## config.mk

```make
export PLATFORM = sky130hd
export DESIGN_NAME = asl_slave
export DESIGN_NICKNAME = d
export VERILOG_FILES = /design/src/asl_pkg.sv /design/src/asl_slave.sv
export VERILOG_INCLUDE_DIRS = /design/src
export SDC_FILE = /design/constraint.sdc
export NUM_CORES = 1
export LEC_CHECK = 0
export ABC_AREA = 1
export BUFFER_PORTS_ARGS = -buffer_cell sky130_fd_sc_hd__buf_2
export CORE_ASPECT_RATIO = 1.1
export CORE_MARGIN = 2
export CORE_UTILIZATION = 62
export CTS_BUF_LIST = sky130_fd_sc_hd__clkbuf_16
export DETAILED_ROUTE_END_ITERATION = 16
export PLACE_DENSITY_LB_ADDON = 0.2
export SKIP_LAST_GASP = 1
export SLEW_MARGIN = 20
export SYNTH_ARGS = -nofsm -noshare
export SYNTH_HDL_FRONTEND = slang
export SYNTH_SLANG_ARGS = --single-unit
export TNS_END_PERCENT = 30
```

## constraint.sdc

```tcl
create_clock -name sys_clk -period 9.23 [get_ports sys_clk]
set_input_delay 0.923 -clock sys_clk [delete_from_list [all_inputs] [get_ports sys_clk]]
set_output_delay 0.923 -clock sys_clk [all_outputs]
set_load 0.01 [all_outputs]
```

## src/asl_consts.svh

```systemverilog
// Constants for the ASCII serial slave: characters, codes, register map, limits
`ifndef ASL_CONSTS_SVH
`define ASL_CONSTS_SVH
`define ASL_CHR_COLON 8'h3a
`define ASL_CHR_CR 8'h0d
`define ASL_CHR_LF 8'h0a
`define ASL_FC_READ 8'h03
`define ASL_FC_WRITE 8'h06
`define ASL_REG_TEMP 16'h0000
`define ASL_REG_PRESS 16'h0002
`define ASL_REG_STATUS 16'h0004
`define ASL_REG_ALARM1 16'h0005
`define ASL_REG_ALARM2 16'h0006
`define ASL_REG_RUN 16'h000c
`define ASL_RUN_START_VAL 16'h0001
`define ASL_RUN_RESET 16'h0000
`define ASL_SLAVE_MIN 7'h01
`define ASL_SLAVE_MAX 7'h63
`define ASL_SLAVE_DEFAULT 7'h01
`define ASL_REQ_BYTES 4'h7
`define ASL_QTY_MAX 16'h007d
`define ASL_WRITE_REPLY_LEN 9'h006
`define ASL_READ_HDR_LEN 9'h003
`endif

```

## src/asl_pkg.sv

```systemverilog
// Types for the ASCII serial slave
`default_nettype none
package asl_pkg;
    // Frame handler states
    typedef enum logic [3:0] {
        ST_HUNT = 4'b0000,
        ST_BODY = 4'b0001,
        ST_LF = 4'b0010,
        ST_TX_COLON = 4'b0011,
        ST_TX_HI = 4'b0100,
        ST_TX_LO = 4'b0101,
        ST_TX_CR = 4'b0110,
        ST_TX_LF = 4'b0111
    } asl_state_t;
endpackage
`default_nettype wire

```

## src/asl_slave.sv

```systemverilog
// ASCII framed register slave with check byte, read-many and write-one
`timescale 1ns/1ps
`default_nettype none
`include "asl_consts.svh"

module asl_slave (
    input wire logic sys_clk,
    input wire logic rst_n,
    input wire logic [7:0] rx_char,
    input wire logic rx_valid,
    input wire logic tx_ready,
    input wire logic [6:0] slave_addr,
    input wire logic [15:0] temperature,
    input wire logic [15:0] pressure,
    input wire logic [15:0] status_word,
    input wire logic [15:0] alarm_first,
    input wire logic [15:0] alarm_second,
    output logic [7:0] tx_char,
    output logic tx_valid,
    output logic [15:0] run_stop_word,
    output logic run_start
);
    // Nibble to upper-case ASCII hex
    function automatic logic [7:0] hex_char(input logic [3:0] n);
        hex_char = (n < 4'ha) ? 8'h30 + {4'h0, n} : 8'h37 + {4'h0, n};
    endfunction

    // ASCII hex to nibble; bit 4 marks a legal digit, either case accepted
    function automatic logic [4:0] hex_val(input logic [7:0] c);
        hex_val = 5'h00;
        if (c >= 8'h30 && c <= 8'h39) begin
            hex_val = {1'b1, c[3:0]};
        end else if ((c >= 8'h41 && c <= 8'h46) || (c >= 8'h61 && c <= 8'h66)) begin
            hex_val = {1'b1, c[3:0] + 4'h9};
        end
    endfunction

    asl_pkg::asl_state_t state_r, state_nxt; // Frame handler state
    logic [7:0] buf_r [0:6]; // Received request bytes
    logic [7:0] buf_nxt [0:6];
    logic [3:0] cnt_r, cnt_nxt; // Bytes received so far
    logic half_r, half_nxt; // High nibble waiting for its partner
    logic [3:0] hi_r, hi_nxt; // Held high nibble
    logic bad_r, bad_nxt; // Bad digit or too many bytes
    logic [7:0] sum_r, sum_nxt; // Running sum of received bytes
    logic [8:0] idx_r, idx_nxt; // Reply byte being sent
    logic [7:0] cur_r, cur_nxt; // Reply byte being sent, value
    logic [7:0] tsum_r, tsum_nxt; // Running sum of sent bytes
    logic [7:0] tx_char_r, tx_char_nxt;
    logic tx_valid_r, tx_valid_nxt;
    logic [15:0] run_r, run_nxt; // Run/stop command word
    logic run_start_r, run_start_nxt;

    // Decoded request and helpers
    logic rx_colon, rx_lf, frame_ok, tx_busy, hs;
    logic [4:0] hv;
    logic [6:0] my_addr;
    logic [15:0] req_reg, req_val, rd_addr, rd_word;
    logic [8:0] reply_len, fetch_idx, word_off;
    logic [7:0] fetch_byte, byte_in, lrc_out;

    assign tx_char = tx_char_r;
    assign tx_valid = tx_valid_r;
    assign run_stop_word = run_r;
    assign run_start = run_start_r;

    assign rx_colon = rx_valid && rx_char == `ASL_CHR_COLON;
    assign rx_lf = rx_valid && rx_char == `ASL_CHR_LF;
    assign hv = hex_val(rx_char);
    assign byte_in = {hi_r, hv[3:0]};
    assign tx_busy = state_r[2] || state_r == asl_pkg::ST_TX_COLON;
    assign hs = tx_valid_r && tx_ready;
    // Out-of-range settings fall back to the default address
    assign my_addr = (slave_addr >= `ASL_SLAVE_MIN && slave_addr <= `ASL_SLAVE_MAX)
        ? slave_addr : `ASL_SLAVE_DEFAULT;
    assign req_reg = {buf_r[2], buf_r[3]};
    assign req_val = {buf_r[4], buf_r[5]};
    // All seven bytes including the check must sum to zero modulo 256
    assign frame_ok = cnt_r == `ASL_REQ_BYTES && !bad_r && !half_r && sum_r == 8'h00
        && buf_r[0] == {1'b0, my_addr}
        && ((buf_r[1] == `ASL_FC_READ && req_val != 16'h0000 && req_val <= `ASL_QTY_MAX)
        || buf_r[1] == `ASL_FC_WRITE);
    // Reply length in bytes, check byte excluded
    assign reply_len = (buf_r[1] == `ASL_FC_READ)
        ? `ASL_READ_HDR_LEN + {req_val[7:0], 1'b0} : `ASL_WRITE_REPLY_LEN;
    assign fetch_idx = (state_r == asl_pkg::ST_TX_COLON) ? 9'h000 : idx_r + 9'h001;
    assign word_off = fetch_idx - `ASL_READ_HDR_LEN;
    assign rd_addr = req_reg + {8'h00, word_off[8:1]};
    assign lrc_out = ~(tsum_r + cur_r) + 8'h01;

    // Register read map; unmapped and reserved words read zero
    always_comb begin
        unique case (rd_addr)
            `ASL_REG_TEMP: rd_word = temperature;
            `ASL_REG_PRESS: rd_word = pressure;
            `ASL_REG_STATUS: rd_word = status_word;
            `ASL_REG_ALARM1: rd_word = alarm_first;
            `ASL_REG_ALARM2: rd_word = alarm_second;
            `ASL_REG_RUN: rd_word = run_r;
            default: rd_word = 16'h0000;
        endcase
    end

    // Next reply byte: header, then words high byte first, or the echo
    always_comb begin
        fetch_byte = buf_r[fetch_idx[2:0] == 3'h7 ? 3'h6 : fetch_idx[2:0]];
        if (buf_r[1] == `ASL_FC_READ) begin
            if (fetch_idx == 9'h002) begin
                fetch_byte = {req_val[6:0], 1'b0};
            end else if (fetch_idx > 9'h002) begin
                fetch_byte = word_off[0] ? rd_word[7:0] : rd_word[15:8];
            end
        end
    end

    // Frame receiver and reply sender
    always_comb begin
        state_nxt = state_r;
        buf_nxt = buf_r;
        cnt_nxt = cnt_r;
        half_nxt = half_r;
        hi_nxt = hi_r;
        bad_nxt = bad_r;
        sum_nxt = sum_r;
        idx_nxt = idx_r;
        cur_nxt = cur_r;
        tsum_nxt = tsum_r;
        tx_char_nxt = tx_char_r;
        tx_valid_nxt = tx_valid_r;
        run_nxt = run_r;
        run_start_nxt = 1'b0;
        if (!tx_busy && rx_colon) begin
            // Colon restarts assembly wherever the receiver was
            state_nxt = asl_pkg::ST_BODY;
            cnt_nxt = 4'h0;
            half_nxt = 1'b0;
            bad_nxt = 1'b0;
            sum_nxt = 8'h00;
        end else begin
            unique case (state_r)
                asl_pkg::ST_HUNT: begin
                    // Characters before a colon are ignored
                end
                asl_pkg::ST_BODY: begin
                    if (rx_valid && rx_char == `ASL_CHR_CR) begin
                        state_nxt = asl_pkg::ST_LF;
                    end else if (rx_valid && !hv[4]) begin
                        bad_nxt = 1'b1;
                    end else if (rx_valid && !half_r) begin
                        hi_nxt = hv[3:0];
                        half_nxt = 1'b1;
                    end else if (rx_valid) begin
                        half_nxt = 1'b0;
                        if (cnt_r < `ASL_REQ_BYTES) begin
                            buf_nxt[cnt_r[2:0]] = byte_in;
                            sum_nxt = sum_r + byte_in;
                            cnt_nxt = cnt_r + 4'h1;
                        end else begin
                            bad_nxt = 1'b1; // Too long for any served code
                        end
                    end
                end
                asl_pkg::ST_LF: begin
                    if (rx_lf && frame_ok) begin
                        // Act on the request only once it is complete
                        state_nxt = asl_pkg::ST_TX_COLON;
                        tx_char_nxt = `ASL_CHR_COLON;
                        tx_valid_nxt = 1'b1;
                        tsum_nxt = 8'h00;
                        idx_nxt = 9'h000;
                        if (buf_r[1] == `ASL_FC_WRITE && req_reg == `ASL_REG_RUN) begin
                            run_nxt = req_val;
                            run_start_nxt = req_val == `ASL_RUN_START_VAL;
                        end
                    end else if (rx_valid) begin
                        state_nxt = asl_pkg::ST_HUNT;
                    end
                end
                asl_pkg::ST_TX_COLON: begin
                    if (hs) begin
                        state_nxt = asl_pkg::ST_TX_HI;
                        cur_nxt = fetch_byte;
                        tx_char_nxt = hex_char(fetch_byte[7:4]);
                    end
                end
                asl_pkg::ST_TX_HI: begin
                    if (hs) begin
                        state_nxt = asl_pkg::ST_TX_LO;
                        tx_char_nxt = hex_char(cur_r[3:0]);
                    end
                end
                asl_pkg::ST_TX_LO: begin
                    if (hs && idx_r == reply_len) begin
                        state_nxt = asl_pkg::ST_TX_CR;
                        tx_char_nxt = `ASL_CHR_CR;
                    end else if (hs) begin
                        // Check byte follows the last content byte
                        state_nxt = asl_pkg::ST_TX_HI;
                        idx_nxt = idx_r + 9'h001;
                        tsum_nxt = tsum_r + cur_r;
                        cur_nxt = (fetch_idx == reply_len) ? lrc_out : fetch_byte;
                        tx_char_nxt = hex_char(cur_nxt[7:4]);
                    end
                end
                asl_pkg::ST_TX_CR: begin
                    if (hs) begin
                        state_nxt = asl_pkg::ST_TX_LF;
                        tx_char_nxt = `ASL_CHR_LF;
                    end
                end
                asl_pkg::ST_TX_LF: begin
                    if (hs) begin
                        state_nxt = asl_pkg::ST_HUNT;
                        tx_valid_nxt = 1'b0;
                    end
                end
                default: begin
                    state_nxt = asl_pkg::ST_HUNT;
                end
            endcase
        end
    end

    // State registers
    always_ff @(posedge sys_clk) begin
        if (!rst_n) begin
            state_r <= asl_pkg::ST_HUNT;
            for (int i = 0; i < 7; i++) begin
                buf_r[i] <= 8'h00;
            end
            cnt_r <= 4'h0;
            half_r <= 1'b0;
            hi_r <= 4'h0;
            bad_r <= 1'b0;
            sum_r <= 8'h00;
            idx_r <= 9'h000;
            cur_r <= 8'h00;
            tsum_r <= 8'h00;
            tx_char_r <= 8'h00;
            tx_valid_r <= 1'b0;
            run_r <= `ASL_RUN_RESET;
            run_start_r <= 1'b0;
        end else begin
            state_r <= state_nxt;
            buf_r <= buf_nxt;
            cnt_r <= cnt_nxt;
            half_r <= half_nxt;
            hi_r <= hi_nxt;
            bad_r <= bad_nxt;
            sum_r <= sum_nxt;
            idx_r <= idx_nxt;
            cur_r <= cur_nxt;
            tsum_r <= tsum_nxt;
            tx_char_r <= tx_char_nxt;
            tx_valid_r <= tx_valid_nxt;
            run_r <= run_nxt;
            run_start_r <= run_start_nxt;
        end
    end
endmodule
`default_nettype wire

```

==> impl_metrics.yaml, run 1 <==
status:
  status: "finished clean"
clock_network:
  cts_tree: "done"
  clock_path_buffers: 2
  cts-resized-gates: 0
  cts_setup_buffers: 0
  cts_hold_repair.buffers: 0
  htree_levels: 4
  cts_num_sinks: 128
  clk_latency_ns: 0.43
  clkSlewWorstSetupHoldPaths_ns: 0.06
  numCtsBuffers: 17
  cts_root_buf: "clkbuf_16"
routing:
  vias_per_cell: 5.91
  drc: 0
  drt_pass1_iterations: 6
  ant_nets: 0
  via_count: 11500
  drt_iter0_drc: 1110
  totalWireLength_um: 32000
  wl_per_cell_um: 16.4
critical_path:
  r2r_cells: 37
  worstPathArrival_ns: 7.41
  cpPeakStageDelay_ns: 0.62
  crit_type: "flip-flop to flip-flop"
  r2r_slack_ns: 2.12
  timing.rr.end: "tx_char[2]$_SDFFE_PN0P_"
  cp-end-kind: "flip-flop"
  cp_slowest_cell: "nor2_4"
  rr_startpoint: "state_r[2]$_SDFFE_PP0P_"
  cp-endpoint: "tx_char[2]$_SDFFE_PN0P_"
  critPathMaxFanout: 41
  startpoint_type: "flip-flop"
  critPathLaunch: "state_r[2]$_SDFFE_PP0P_"
  critPathRequiredTime_ns: 9.52
  cpMostUsedCell: "nand2_1"
final_layout:
  drive_above_1_share: 0.131
  fin_nets: 1873
  final_util: 0.706
  diodes: 0
  multi_input_area_um2: 6400
  area_growth_pct: 12.4
  fill_cells: 1470
  seq_area_um2: 2560
  stdcell_count: 1948
sta:
  fmax_ghz: 0.141
  fin_crit_ns: 7.11
  max-slew-margin-rel: 0.337
  hold_violations: 0
  setup_viol: 0
  final.period_utilization: 0.771
  worstMarginPinSlew_ns: 0.991
  hold_ws_ns: 0.456
  slew_viol_final: 0
  finalClockSkew_ns: 0.0110
  setup_tns_ns: 0
  rsz0062_at_grt: "false"
floorplan:
  die_area_um2: 17400
  coreArea_um2: 16200
  num_rows: 49
  chipHeight_um: 138
  start_util: 0.628
  die_x_um: 126
  io_pins: 125
yosys:
  synth_most_common_cell: "nand2_1"
  syn_inst: 1634
  yosys-top-cells-count: "nand2_1, inv_1, nor2_1"
  yosysWarnings: 0
  synth_area_per_cell_um2: 6.22
  ys_seq_area_frac: 0.252
  async_reset_ff_frac: 0
  synth.top_cell.area_share: 0.252
  synth_edf_count: 0
  synth-seq-cells: 128
  ys_top_cells_by_area: "dfxtp_1, nand2_1, inv_1"
  synth_largest_area_cell: "dfxtp_1"
  syn_area_um2: 10200
  synth_ff_type: "dfxtp_1"
  yosysUniqueCellTypes: 57
global_route:
  grt_use_met1: 0.449
  overflow: 0
  antenna_found_initial: 0
  grt_pass1_vias: 10600
  grt_pass1_wl_um: 51400
  use_met2: 0.597
  grt_usage: 0.359
  grt_busiest_layer: "met2"
  gr-usage-met3: 0.0685
  grt_start_max_net_pins: 73
power_and_ir_drop:
  p_leak_nw: 5.18
  peakVddDrop_uv: 119
  power.total_mw: 1.35
  power_per_cell_area_nw_per_um2: 118
run:
  drv_cap: 0
place:
  dpl.cell_count: 1916
  io_buffers: 123
  gp_congestion: 0.997
  hpwl_um: 24300
worst_hold_path:
  hp-class: "flip-flop to flip-flop"
## how the worst min path moves through the flow
stage	depth (start not counted)	slack (ns)	end	startpoint
floorplan	2	0.42	buf_r[7]$_SDFFE_PN0P_	buf_r[7]$_SDFFE_PN0P_
global placement	2	0.44	buf_r[7]$_SDFFE_PN0P_	buf_r[7]$_SDFFE_PN0P_
detailed placement	2	0.44	buf_r[7]$_SDFFE_PN0P_	buf_r[7]$_SDFFE_PN0P_
CTS	2	0.45	buf_r[7]$_SDFFE_PN0P_	buf_r[7]$_SDFFE_PN0P_
global route	2	0.47	buf_r[7]$_SDFFE_PN0P_	buf_r[7]$_SDFFE_PN0P_
finish	2	0.46	buf_r[7]$_SDFFE_PN0P_	buf_r[7]$_SDFFE_PN0P_
## worst max-delay path, delay by kind of cell, from the launching register on
family / cells / cell delay [ns]
xor+xnor: 1 / 0.17
fa+ha+maj: 2 / 0.56
flops: 1 / 0.30
compound gates: 5 / 0.99
simple gates: 26 / 4.54
buf+inv: 3 / 0.38
## flip-flops by register name (all words and copies together), names as in the netlist
register and flops:
sum_r 8, cnt_r 4, run_start 1, run_stop_word 16
bad_r 1, state_r 4, tsum_r 8, buf_r 56
tx_valid 1, half_r 1, cur_r 8, hi_r 4
tx_char 7, idx_r 9
## per-layer routing
metal,wire (um),share of wire
met2,14600,0.46
met3,2780,0.087
met1,13200,0.41
met5,0,0
met4,1420,0.044
## metrics by stage
| stage | area (um^2) | worst slack (ns) |
|---|---|---|
| final | 11400 | 2.12 |
| after global routing | 11400 | 1.32 |
| after CTS | 11400 | 2.22 |
| after floorplan | 10200 | 4.11 |
| after detailed placement | 10800 | 2.24 |
| after global placement | 10800 | 2.45 |
## area by class of cell
class,instances,area share
Clock buffer,17,0.0372
Clock inverter,15,0.0129
Inverter,253,0.0834
Multi-Input combinational cell,1200,0.561
Sequential cell,128,0.224
Tap cell,204,0.0223
Timing Repair Buffer,131,0.0592
## placed cells by master, fill, tap and decap left out, types with 5 or more instances in the layout
cell       netlist  final
buf_4            5      8
ha_1            40     40
o2111ai_1        5      5
nor2_2          18     18
inv_6            0      6
o21bai_1         5      5
dfxtp_1        128    128
xor2_1          26     26
nand2_1        308    308
a31oi_1         13     13
buf_2           11    123
o21ai_0        131    131
a211oi_1        27     27
xnor2_1         10     10
nor4_1          17     17
inv_2            8      8
clkbuf_16        0     17
clkinv_1         5      6
nor3_1          43     43
nor2_1         146    146
a21oi_1        140    140
nand2_2         20     20
nand4_1         44     44
a221oi_1         7      7
o211ai_1        14     14
inv_1          239    239
nand3_1        127    127
a21oi_2          5      5
## where the power goes
part | switching, mW | internal, mW | leakage [nW]
sequential | 0.00311 | 0.556 | 1.03
clock | 0.283 | 0.378 | 0.269
combinational | 0.0839 | 0.0458 | 3.87
total | 0.370 | 0.979 | 5.18
## logic make-up after synthesis
group / after synthesis / synth area share
flip-flops: 128 / 0.252
XOR/XNOR: 38 / 0.0342
other: 1 / 0.000369
adder cells (fa/ha/maj): 43 / 0.0552
AO/OA/AOI/OAI: 375 / 0.212
buffers and inverters: 307 / 0.118
AND/OR/NAND/NOR: 742 / 0.328
Note: power is estimated with default switching activity, not from simulation.
==> inputs of run 2 (changes only) <==
- CORE_UTILIZATION: 62 -> 54
- clock period: 9.23 -> 6.16 ns (I/O delays scaled with it)
==> run 2 against run 1 <==
  * Total power rose by 53%
  * Clock skew barely moved
  * First-iteration DRC count shrank 12%
  * Clock power grew 58%
  * Hold slack better by 0.0089 ns
  * Cell count is 2.7% higher
  * Largest cell class unchanged
  * Largest power group unchanged
==> impl_metrics.yaml, run 2 (synthesis gave the netlist of run 1 again) <==
status:
  status: "finished clean"
worst_hold_path:
  hp-class: "flip-flop to flip-flop"
  hold_depth: 2
sta:
  finalClockSkew_ns: 0.0110
  final.setup.worst_slack_ns: 0.564
  fmax_ghz: 0.179
  final.period_utilization: 0.908
  max-slew-margin-rel: 0.356
  slew_viol_final: 0
  setup_viol: 0
  hold_ws_ns: 0.465
  setup_tns_ns: 0
  hold_violations: 0
  worstMarginPinSlew_ns: 0.960
  fin_crit_ns: 5.60
critical_path:
  startpoint_type: "flip-flop"
  cpMostUsedCell: "nand2_1"
  critPathMaxFanout: 10
  r2r_cells: 40
  cpPeakStageDelay_ns: 0.34
  crit_type: "flip-flop to flip-flop"
  cp_slowest_cell: "or2_2"
  worstPathArrival_ns: 5.89
  cp-end-kind: "flip-flop"
  critPathRequiredTime_ns: 6.45
routing:
  drt_iter0_drc: 980
  via_count: 11400
  ant_nets: 0
  drt_pass1_iterations: 5
  totalWireLength_um: 32400
  drc: 0
  vias_per_cell: 5.72
  wl_per_cell_um: 16.2
final_layout:
  stdcell_count: 2001
  area_growth_pct: 14.3
  drive_above_1_share: 0.140
  final_common_cell: "nand2_1"
  max_flop_register: "buf_r"
  fin_nets: 1887
  final_area_um2: 11600
  mostFrequentLayoutCells: "nand2_1, inv_1, nor2_1"
  final_util: 0.631
  largest_reg_flops: 56
  diodes: 0
power_and_ir_drop:
  p_leak_nw: 5.26
  power.total_mw: 2.07
  power_per_cell_area_nw_per_um2: 178
  peakVddDrop_uv: 176
clock_network:
  cts_num_sinks: 128
  cts_root_buf: "clkbuf_16"
  cts_tree: "done"
  htree_levels: 4
  clk_latency_ns: 0.43
  clkSlewWorstSetupHoldPaths_ns: 0.06
  clock_path_buffers: 2
  numCtsBuffers: 17
place:
  dpl_worst_slack_ns: 0.300
  hpwl_um: 24800
  io_buffers: 123
  gp_congestion: 0.979
  dpl.cell_count: 1966
  dpl_cell_area_um2: 11000
floorplan:
  num_rows: 52
  die_area_um2: 19900
  chipHeight_um: 148
  io_pins: 125
  coreArea_um2: 18400
  die_x_um: 135
  start_util: 0.552
global_route:
  grt_start_max_net_pins: 73
  grt_pass1_vias: 10400
  grt_pass1_wl_um: 51200
  antenna_found_initial: 0
  overflow: 0
  grt_usage: 0.320
run:
  drv_cap: 0
run 2: changes by cell type in the layout (fill, tap and decap cells not counted), sizes merged:
cell,change
buf,+14
clkinvlp,-2
inv,-1
bufinv,+1
clkinv,+2
run 2: area by class of cell:
type,instances,area [um^2]
inverters,253,952
clock buffers,17,425
flip-flops and latches,128,2560
well taps,243,304
clock inverters,15,173
repair buffers,145,785
multi-input cells,1200,6420
fillers,1756,6790
run 2: final timing paths:
check                            end  slack, ns                     from
min reg2reg    buf_r[2]$_SDFFE_PN0P_       0.46    buf_r[2]$_SDFFE_PN0P_
min            buf_r[2]$_SDFFE_PN0P_       0.46    buf_r[2]$_SDFFE_PN0P_
max          tx_char[2]$_SDFFE_PN0P_       0.56  state_r[2]$_SDFFE_PP0P_
max reg2reg  tx_char[2]$_SDFFE_PN0P_       0.56  state_r[2]$_SDFFE_PP0P_
run 2: report_power, final:
group / switching, mW / internal [mW]
Clock: 0.427 / 0.608
Combinational: 0.127 / 0.0700
Sequential: 0.00480 / 0.832
Total: 0.558 / 1.51
run 2: critical path, delay by kind of cell, from the launching register on:
kind,cells,cell delay [ns]
and+or+nand+nor,28,3.16
buffers and inverters,5,0.63
AOI/OAI and AO/OA,4,0.57
adders and majority gates,2,0.55
DFF,1,0.31
xor gates and xnor gates,1,0.22
run 2: timing repair:
action | CTS | global route
gates resized for setup | 0 | 3
setup endpoints to repair | 0 | 6
buffers inserted | 0 | 3
hold endpoints to repair | 0 | 0
hold buffers | 0 | 0
run 2: routing by layer:
layer  track usage  wire length [um]  vias to the layer above
li1              -                 -                     5711
met1         0.424             13900                     5149
met2         0.524             14800                      499
met3        0.0425              2560                       89
met4         0.133              1220                        0
met5             0                 0                        -
